File: src/design/pcrc_defines.svh
`ifndef PCRC_DEFINES_SVH
`define PCRC_DEFINES_SVH
// Contract
// - control/status register clears on hard reset, keeps contents on soft reset.
// - power-event status bit 15 is sticky, set regardless of enable; write one clears.
// - status bit 15 and enable bit 8 mirror the power-management config bits.
// - enable bit 8 allows the shared pin; when clear the pin stays inactive.
// - power-event enable can be loaded from the serial EEPROM auto-load.
// - select bit 0 set gives clock-run function; clear gives power-event output.
// - clock-run pin is open-drain, only pulls low, never drives high.
// - pin stays input unless released high while a transfer is still pending.
// - clock stopped or slowed and bus needed raises a clock-start request.
// - on start or continue, pull pin low for two rising edges, then release.
// - assert only after sampling the pin deasserted on two consecutive edges.
// - after an event completes, do not block the system stopping the clock.
// - with enable clear, never assert the pin for clock start or continue.
// - receive clock mux follows clock-run line between PCI and reference clock; the code does so only with select bit 0 set, else it stays on PCI.
// - central resource signals clock state on the line; devices request restart.

`define PCRC_CTRL_STATUS_OFFSET 8'h3c
`define PCRC_CTRL_STATUS_RESET  32'h0000_0000
`define PCRC_STATUS_BIT         15
`define PCRC_ENABLE_BIT         8
`define PCRC_CLKRUN_SEL_BIT     0
`define PCRC_ASSERT_EDGES       2
`define PCRC_DEASSERT_SAMPLES   2
`define PCRC_CENTRAL_HOLD_EDGES 4
`endif

File: src/design/pcrc_pkg.sv
package pcrc_pkg;
	typedef enum logic [1:0]
	{
		PCRC_IDLE   = 2'b00,
		PCRC_ASSERT = 2'b01,
		PCRC_DONE   = 2'b11
	} pcrc_state_type;
endpackage : pcrc_pkg

File: src/design/pcrc_pin_if.sv
`timescale 1ns/1ps
interface pcrc_pin_if;
	logic pin_level;
	logic high_run_done;
	modport mon
	(
		input  pin_level,
		output high_run_done
	);
	modport ctrl
	(
		output pin_level,
		input  high_run_done
	);
endinterface : pcrc_pin_if

File: src/design/pcrc_pin_monitor.sv
`timescale 1ns/1ps
`include "pcrc_defines.svh"
module pcrc_pin_monitor
	import pcrc_pkg::*;
#(
	parameter int SAMPLES = `PCRC_DEASSERT_SAMPLES
)
(
	input wire logic clk,      // pci clock
	input wire logic rst_n,    // hard reset, async
	input wire logic soft_rst, // soft reset, sync
	pcrc_pin_if.mon  pin       // sampled line and result
);
	logic [2:0] high_cnt;

	// saturating run of consecutive high samples
	always_ff @(posedge clk or negedge rst_n)
	begin
		if (!rst_n)
			high_cnt <= 3'h0;
		else if (soft_rst || !pin.pin_level)
			high_cnt <= 3'h0;
		else if (high_cnt < 3'(SAMPLES))
			high_cnt <= high_cnt + 3'h1;
	end

	assign pin.high_run_done = (high_cnt >= 3'(SAMPLES));
endmodule : pcrc_pin_monitor

File: src/design/pcrc_clock_run_ctrl.sv
// The plain strobed port was chosen for this implementation.
`timescale 1ns/1ps
`include "pcrc_defines.svh"
module pcrc_clock_run_ctrl
	import pcrc_pkg::*;
#(
	parameter int ASSERT_EDGES = `PCRC_ASSERT_EDGES
)
(
	input  wire logic        CLK,          // pci clock, 25 MHz
	input  wire logic        RST_N,        // hard reset, async, active low
	input  wire logic        SOFT_RST,     // soft reset, sync, active high
	input  wire logic [7:0]  ADDR,         // register byte address
	input  wire logic [31:0] WDATA,        // register write data
	input  wire logic        WR,           // write strobe
	input  wire logic        RD,           // read strobe
	output logic      [31:0] RDATA,        // read data, cycle after RD
	input  wire logic        CFG_WR,       // config power-mgmt register write
	input  wire logic [15:0] CFG_WDATA,    // config write data, bits 15 and 8 used
	output logic             CFG_STATUS,   // mirrored status to config space
	output logic             CFG_ENABLE,   // mirrored enable to config space
	input  wire logic        EE_LOAD,      // eeprom auto-load strobe
	input  wire logic        EE_ENABLE,    // eeprom value for enable bit
	input  wire logic        PME_EVENT,    // power-event logic pulse
	input  wire logic        WAKE_PKT,     // wake packet seen, pulse
	input  wire logic        RX_DMA_READY, // receive data waiting for dma
	input  wire logic        XFER_PENDING, // transmit or receive unfinished
	input  wire logic        PIN_IN,       // shared pin level, low is active
	output logic             PIN_OUT,      // shared pin drive value
	output logic             PIN_OE,       // shared pin drive enable
	output logic             RX_CLK_REF    // rx mux: 1 reference clock, 0 pci
);
	logic           status;
	logic           enable;
	logic           clkrun_sel;
	logic           wake_req;
	logic           reg_hit;
	logic           status_clear;
	logic           start_req;
	logic           continue_req;
	logic [2:0]     edge_cnt;
	pcrc_state_type state;
	pcrc_state_type next_state;
	pcrc_pin_if     pin_bus ();

	assign pin_bus.pin_level = PIN_IN;

	pcrc_pin_monitor #(
		.SAMPLES (`PCRC_DEASSERT_SAMPLES)
	) u_monitor (
		.clk      (CLK),
		.rst_n    (RST_N),
		.soft_rst (SOFT_RST),
		.pin      (pin_bus)
	);

	assign reg_hit      = (ADDR == `PCRC_CTRL_STATUS_OFFSET);
	assign status_clear = (WR && reg_hit && WDATA[`PCRC_STATUS_BIT])
	                    || (CFG_WR && CFG_WDATA[`PCRC_STATUS_BIT]);

	// soft reset leaves the register alone, only hard reset clears it
	always_ff @(posedge CLK or negedge RST_N)
	begin
		if (!RST_N)
			status <= 1'b0;
		else if (PME_EVENT)
			status <= 1'b1;
		else if (status_clear)
			status <= 1'b0;
	end

	always_ff @(posedge CLK or negedge RST_N)
	begin
		if (!RST_N)
			enable <= 1'b0;
		else if (EE_LOAD)
			enable <= EE_ENABLE;
		else if (WR && reg_hit)
			enable <= WDATA[`PCRC_ENABLE_BIT];
		else if (CFG_WR)
			enable <= CFG_WDATA[`PCRC_ENABLE_BIT];
	end

	always_ff @(posedge CLK or negedge RST_N)
	begin
		if (!RST_N)
			clkrun_sel <= 1'b0;
		else if (WR && reg_hit)
			clkrun_sel <= WDATA[`PCRC_CLKRUN_SEL_BIT];
	end

	// unmapped addresses and reserved bits read zero
	always_ff @(posedge CLK or negedge RST_N)
	begin
		if (!RST_N)
			RDATA <= 32'h0000_0000;
		else if (RD && reg_hit)
			RDATA <= {16'h0000, status, 6'h00, enable, 7'h00, clkrun_sel};
		else
			RDATA <= 32'h0000_0000;
	end

	assign CFG_STATUS = status;
	assign CFG_ENABLE = enable;

	// wake packet held until a start request has been served
	always_ff @(posedge CLK or negedge RST_N)
	begin
		if (!RST_N)
			wake_req <= 1'b0;
		else if (WAKE_PKT)
			wake_req <= 1'b1;
		else if (SOFT_RST || (state == PCRC_DONE))
			wake_req <= 1'b0;
	end

	// line high means the central resource has stopped or slowed the clock
	assign start_req    = wake_req || RX_DMA_READY;
	assign continue_req = XFER_PENDING;

	always_comb
	begin
		next_state = state;
		case (state)
			PCRC_IDLE:
				if (enable && clkrun_sel && pin_bus.high_run_done
				    && (start_req || continue_req))
					next_state = PCRC_ASSERT;
			PCRC_ASSERT:
				if (!enable || !clkrun_sel)
					next_state = PCRC_IDLE;
				else if (edge_cnt >= 3'(ASSERT_EDGES - 1))
					next_state = PCRC_DONE;
			PCRC_DONE:
				next_state = PCRC_IDLE;
			default:
				next_state = PCRC_IDLE;
		endcase
	end

	always_ff @(posedge CLK or negedge RST_N)
	begin
		if (!RST_N)
			state <= PCRC_IDLE;
		else if (SOFT_RST)
			state <= PCRC_IDLE;
		else
			state <= next_state;
	end

	// rising edges seen while pulling the line low
	always_ff @(posedge CLK or negedge RST_N)
	begin
		if (!RST_N)
			edge_cnt <= 3'h0;
		else if (state == PCRC_ASSERT)
			edge_cnt <= edge_cnt + 3'h1;
		else
			edge_cnt <= 3'h0;
	end

	// open drain: drive value is always low, only the enable moves
	assign PIN_OUT = 1'b0;
	always_comb
	begin
		if (!enable)
			PIN_OE = 1'b0;
		else if (clkrun_sel)
			PIN_OE = (state == PCRC_ASSERT);
		else
			PIN_OE = status;
	end

	// with select bit 0 set, mux select follows every swing of the line, ours or another device's; with it clear it stays 0
	always_ff @(posedge CLK or negedge RST_N)
	begin
		if (!RST_N)
			RX_CLK_REF <= 1'b0;
		else
			RX_CLK_REF <= clkrun_sel && PIN_IN;
	end
endmodule : pcrc_clock_run_ctrl

File: config.mk
export PLATFORM = sky130hd
export DESIGN_NAME = pcrc_clock_run_ctrl
export DESIGN_NICKNAME = d
export VERILOG_FILES = /design/src/design/pcrc_pkg.sv /design/src/design/pcrc_pin_if.sv /design/src/design/pcrc_pin_monitor.sv /design/src/design/pcrc_clock_run_ctrl.sv
export VERILOG_INCLUDE_DIRS = /design/src /design/src/design
export SDC_FILE = /design/constraint.sdc
export NUM_CORES = 1
export LEC_CHECK = 0
export BUFFER_PORTS_ARGS = -buffer_cell sky130_fd_sc_hd__buf_4
export CAP_MARGIN = 20
export CORE_MARGIN = 8
export CORE_UTILIZATION = 30
export DETAILED_ROUTE_END_ITERATION = 7
export PLACE_DENSITY = 0.73
export SYNTH_ARGS = -nofsm -noshare
export SYNTH_HDL_FRONTEND = slang
export SYNTH_SLANG_ARGS = --single-unit
File: constraint.sdc
create_clock -name CLK -period 1.3 [get_ports CLK]
set_input_delay 0.13 -clock CLK [delete_from_list [all_inputs] [get_ports CLK]]
set_output_delay 0.13 -clock CLK [all_outputs]
set_load 0.01 [all_outputs]
==> summary.txt, run 1 <==
outcome: finished, violations left
failing checks: negative setup slack
Post-synth EDFFs: 0
GPL Wtd Cong: 0.7824
CP startpoint: state[1]
count leader, synth: buf_4
maximum VDD drop: 0.0001874 V
# IOs: 106
post-route core utilization: 39.75%
CP Launch Type: flop
DIE AREA: 5232 µm²
Post-synth ARST share: 100.0%
critical path endpoint category: output pin
fin area: 1204 µm²
leakage power: 0.6562 nW
register area share after synthesis: 42.05%
Cell variety after synth: 25
Yosys warning total: 0
final hold vios: 0
initial core utilization: 31.45%
gr usage total: 7.714%
final worst-path cycle share: 101.6%
clk_lat worst skew: 280 ps
Die H: 72.34 µm
Syn Inst Count: 93
CP max stage cell: dfrtp_1
CP Cell Sequence: nand2b_4 -> mux2i_1 -> and2_1 -> buf_4
# placed instances: 171
vias in the first global route: 763
Arr. time, crit path: 1190 ps
crit path kind: flop to output pin
clk_skew: 7.864 ps
Synth Flop Type: dfrtp_1
fin nets: 206
Post-Route WL: 2.053 mm
Non-Filler Instances: 176
Fmax achieved: 0.7568 GHz
row count: 20
Hold Crit Start: WAKE_PKT
fin worst setup slack: -21.27 ps
Min Clock Period, post-route: 1321 ps
Finish-stage setup viols: 1
antenna violations before repair: 0
global route overflow: 0
CTS Buffer Depth: 2
Port Buffers: 32
Setup TNS: -21.27 ps
synthesized flop and latch total: 16
Core Area: 3028 µm²
share of the synthesized area in the top cell type: 42.05%
First-pass DRT Iterations: 4
clk slew on worst S/H paths: 90 ps
drt wl/cell: 11.66 µm
layout cells sized above 1: 34.09%
global-route wire length before repair: 3.325 mm
largest net degree at the start of global routing: 17
# Max-Cap Violations: 0
Pins Over Slew Limit: 0
antenna-violating nets left: 0
Synth-to-Final Area Change: 26.41%
CTS buffer count: 3
CP peak stage delay: 410 ps
filler cell count: 301
Critical Path RT: 1170 ps
DRC: 0
unrepaired setup endpoints after global routing: true
Pwr Total: 0.0009600 W
clock sinks: 16
H-tree depth: 1
placed wire-length estimate: 1.764 mm
Diodes inserted: 0
Buf/Inv on CP: 1
CTS root buf: clkbuf_4
top cells by area, synth: dfrtp_1 (42%), buf_4 (24%), ha_1 (3.9%)
post-synthesis cell area: 952.2 µm²
top cells by count, synth: buf_4 (30), dfrtp_1 (16), nor2_1 (7)
TritonCTS clock tree: done
Synth Area per Inst: 10.24 µm²
chip width: 72.34 µm
Yosys top cell by area: dfrtp_1
Crit Reg-Reg Startpoint: edge_cnt[1]
maximum fanout along the worst path: 3
drt via density: 3.778
post-place instance area: 1156 µm²
class of the worst hold path: input pin to flop
critical path's top delay family: flip-flops
Power Dens Cells: 797.6 nW/µm²
routed vias: 665
Initial DRC Count: 32
## metal layers
| layer | part of all wire [%] | GRT usage (%) |
|---|---|---|
| met3 | 11 | 3.306 |
| met2 | 52 | 13.94 |
| met5 | 0 | 0 |
| met4 | 0 | 2.041 |
| met1 | 38 | 7.871 |
## stage by stage
step,setup WS (ps),hold WS (ps)
6_report,-21.27,37.55
5_1_grt,-81.13,16.59
4_1_cts,-19.11,32.88
3_5_place_dp,-12.61,0.7832
3_3_place_gp,-5.927,-4.090
2_1_floorplan,0.4310,-165.6
## cell families (layout without fill, tap and decap cells)
| family | after synthesis | after routing | share of synthesized area, % |
|---|---|---|---|
| xor gates and xnor gates | 2 | 2 | 1.840 |
| AOI/OAI and AO/OA | 7 | 7 | 5.783 |
| other | 1 | 30 | 0.3938 |
| DFF | 16 | 16 | 42.05 |
| muxes | 3 | 3 | 3.810 |
| adders and majority gates | 3 | 3 | 3.943 |
| and+or+nand+nor | 27 | 27 | 16.95 |
| buffers and inverters | 34 | 44 | 25.23 |
## cell usage in the layout, fill, tap and decap left out, drive strengths merged
cell type and count:
buf 36, conb 30, dfrtp 16, nor2 7, and3 4, inv 4, and2 3, nand2 3
clkbuf 3, and4bb 3, nand2b 3, ha 3, xnor2 2, a21oi 2, a31o 2, mux2 2
mux2i 1, nor3 1, o21a 1, nand4 1, nand3 1, a311o 1, o311a 1, or4 1
dlygate4sd3 1
## flip-flops by register name, indices dropped and copies added (netlist names)
name / flops
RX_CLK_REF: 1
state: 2
u_monitor.high_cnt: 3
edge_cnt: 3
clkrun_sel: 1
RDATA: 3
wake_req: 1
CFG_STATUS: 1
CFG_ENABLE: 1
## power by group
group	internal, W	switching (W)	total (W)
logic	0.0000939	0.0000939	0.000188
clock network	0.000107	0.000143	0.000250
registers	0.000511	0.0000109	0.000522
total	0.000712	0.000248	0.000960
## repair_timing
action | CTS | global route
setup endpoints to repair | 2 | 2
setup buffers | 2 | 0
pin swaps | 4 | 1
hold buffers | 1 | 0
gates resized for setup | 1 | 0
endpoints found under the hold margin | 16 | 0
## worst register-to-register path: cells and delay by family (launching register included)
kind | cells | cell delay (ps)
AND/OR/NAND/NOR | 2 | 650
buffers and inverters | 1 | 130
flip-flops | 1 | 380
## layout make-up
class	instances	area, µm²	share of cell area, %
clock buffers	3	22.52	1.871
inverters	4	15.01	1.247
multi-input cells	72	430.4	35.76
flip-flops and latches	16	400.4	33.26
well taps	44	55.05	4.574
repair buffers	37	280.3	23.28
## worst paths after layout
| check | to | slack (ps) | depth (start not counted) |
|---|---|---|---|
| setup / recovery | PIN_OE | -20 | 4 |
| hold / removal | wake_req | 40 | 2 |
| setup reg to reg | state[1] | 40 | 3 |
| hold reg to reg | wake_req | 530 | 1 |
| max in group asynchronous | edge_cnt[0] | 880 | 2 |
| min in group asynchronous | RX_CLK_REF | 230 | 2 |
Power figures use the tool's default switching activity.
==> run 2, diff against run 1 <==
--- a/config.mk
+++ b/config.mk
@@ -11,6 +11,7 @@
 export CORE_MARGIN = 8
 export CORE_UTILIZATION = 30
 export DETAILED_ROUTE_END_ITERATION = 7
+export MAX_ROUTING_LAYER = met4
 export PLACE_DENSITY = 0.73
 export SYNTH_ARGS = -nofsm -noshare
 export SYNTH_HDL_FRONTEND = slang
==> summary.txt, run 2 (synthesized netlist as in run 1, its figures left out) <==
global-route wire length before repair: 3.325 mm (unchanged)
antenna violations before repair: 0 (unchanged)
critical path's top delay family: flip-flops
Fmax achieved: 0.7568 GHz (unchanged)
clk_lat worst skew: 280 ps (about the same)
fin worst setup slack: -21.27 ps (unchanged)
GPL Wtd Cong: 0.7932 (+1.4%)
CP peak stage delay: 410 ps (about the same)
final hold vios: 0 (unchanged)
placed wire-length estimate: 1.764 mm (unchanged)
Diodes inserted: 0 (unchanged)
# IOs: 106 (unchanged)
failing checks: negative setup slack
vias in the first global route: 763 (unchanged)
DRC: 0 (unchanged)
gr usage total: 7.920% (+0.21 points)
clock sinks: 16 (unchanged)
routed vias: 665 (unchanged)
post-place instance area: 1156 µm² (unchanged)
largest net degree at the start of global routing: 17 (unchanged)
global route overflow: 0 (unchanged)
Crit Reg-Reg Startpoint: edge_cnt[1]
# Max-Cap Violations: 0 (unchanged)
DIE AREA: 5232 µm² (unchanged)
maximum VDD drop: 0.0001874 V (about the same)
Setup TNS: -21.27 ps (unchanged)
class of the worst hold path: input pin to flop
Hold Crit Start: WAKE_PKT
final worst-path cycle share: 101.6% (unchanged)
outcome: finished, violations left
CP Cell Sequence: nand2b_4 -> mux2i_1 -> and2_1 -> buf_4
Critical Path RT: 1170 ps (about the same)
CTS Buffer Depth: 2 (unchanged)
Post-Route WL: 2.053 mm (unchanged)
clk slew on worst S/H paths: 90 ps (about the same)
Power Dens Cells: 797.6 nW/µm² (about the same)
initial core utilization: 31.45% (unchanged)
row count: 20 (unchanged)
layout cells sized above 1: 34.09% (unchanged)
largest registers: RDATA x3, edge_cnt x3, u_monitor.high_cnt x3
TritonCTS clock tree: done
Hold EP: wake_req
R2R setup slack: 40 ps (about the same)
filler cell count: 301 (unchanged)
CTS buffer count: 3 (unchanged)
antenna-violating nets left: 0 (unchanged)
Finish-stage setup viols: 1 (unchanged)
crit path kind: flop to output pin
Synth-to-Final Area Change: 26.41% (unchanged)
Port Buffers: 32 (unchanged)
Min Clock Period, post-route: 1321 ps (unchanged)
fin nets: 206 (unchanged)
most common cell after layout, fill and taps aside: buf_4
Die H: 72.34 µm (unchanged)
drt wl/cell: 11.66 µm (unchanged)
maximum fanout along the worst path: 3 (unchanged)
Initial DRC Count: 32 (unchanged)
drt via density: 3.778 (unchanged)
area of the multi-input gates: 430.4 µm² (unchanged)
Core Area: 3028 µm² (unchanged)
unrepaired setup endpoints after global routing: true
most frequent cells in the layout: buf_4 (36), conb_1 (30), dfrtp_1 (16), nor2_1 (7)
critical path endpoint category: output pin
CP Launch Type: flop
First-pass DRT Iterations: 4 (unchanged)
Critical R2R Capture: state[1]
leakage power: 0.6562 nW (unchanged)
worst hold path depth: 2 (unchanged)
FF+latch area: 400.4 µm² (unchanged)
H-tree depth: 1 (unchanged)
Pins Over Slew Limit: 0 (unchanged)
Buf/Inv on CP: 1 (unchanged)
CTS root buf: clkbuf_4
clk_skew: 7.864 ps (unchanged)
CP max stage cell: dfrtp_1
chip width: 72.34 µm (unchanged)
R2R cell count: 3 (unchanged)
fin area: 1204 µm² (unchanged)
Arr. time, crit path: 1190 ps (about the same)
[run 2: cell counts in the layout (fill, tap and decap cells not counted)]
Identical to the previous run, type by type.
[run 2: how the worst max path moves through the flow]
stage / from / endpoint / slack (ps) / depth (start not counted)
after floorplan: edge_cnt[0] / state[1] / 0.4 / 3
after global placement: edge_cnt[0] / state[1] / -6 / 3
after detailed placement: edge_cnt[0] / state[1] / -10 / 3
after CTS: state[1] / PIN_OE / -20 / 4
after global routing: state[1] / PIN_OE / -80 / 4
final: state[1] / PIN_OE / -20 / 4
[run 2: stage by stage]
step           setup slack [ps]  hold WS [ps]  power (W)  cells  utilization, %
2_1_floorplan            0.4310        -165.6  0.0006822    122               -
3_3_place_gp             -5.927        -4.090  0.0007088    171           38.18
3_5_place_dp             -12.61        0.7832  0.0007145    171           38.18
4_1_cts                  -19.11         32.88  0.0009637    176           39.75
5_1_grt                  -81.13         16.59   0.001021    176           39.75
6_report                 -21.27         37.55  0.0009601    176           39.75
[run 2: where the power goes]
group / internal [W] / leakage, nW / switching [W] / total [W]
Combinational: 0.0000939 / 0.430 / 0.0000940 / 0.000188
Clock: 0.000107 / 0.0138 / 0.000143 / 0.000250
Sequential: 0.000511 / 0.212 / 0.0000109 / 0.000522
Total: 0.000712 / 0.656 / 0.000248 / 0.000960
[run 2: timing repair]
item,in CTS,in global routing
endpoints found under the hold margin,16,0
resized for setup,1,0
pin swaps,4,1
endpoints found under the setup margin,2,2
hold buffers,1,0
setup buffers,2,0
[run 2: area by class of cell]
cell class	count	share of cell area, %
Sequential cell	16	33.26
Clock buffer	3	1.871
Timing Repair Buffer	37	23.28
Inverter	4	1.247
Multi-Input combinational cell	72	35.76
Tap cell	44	4.574
[run 2: per-layer routing]
metal | routed length, µm | share of wire (%) | global-route usage, %
met1 | 799 | 39 | 8.112
met2 | 1060 | 52 | 13.94
met3 | 194 | 9.4 | 2.893
met4 | 0 | 0 | 2.041
met5 | 0 | 0 | -
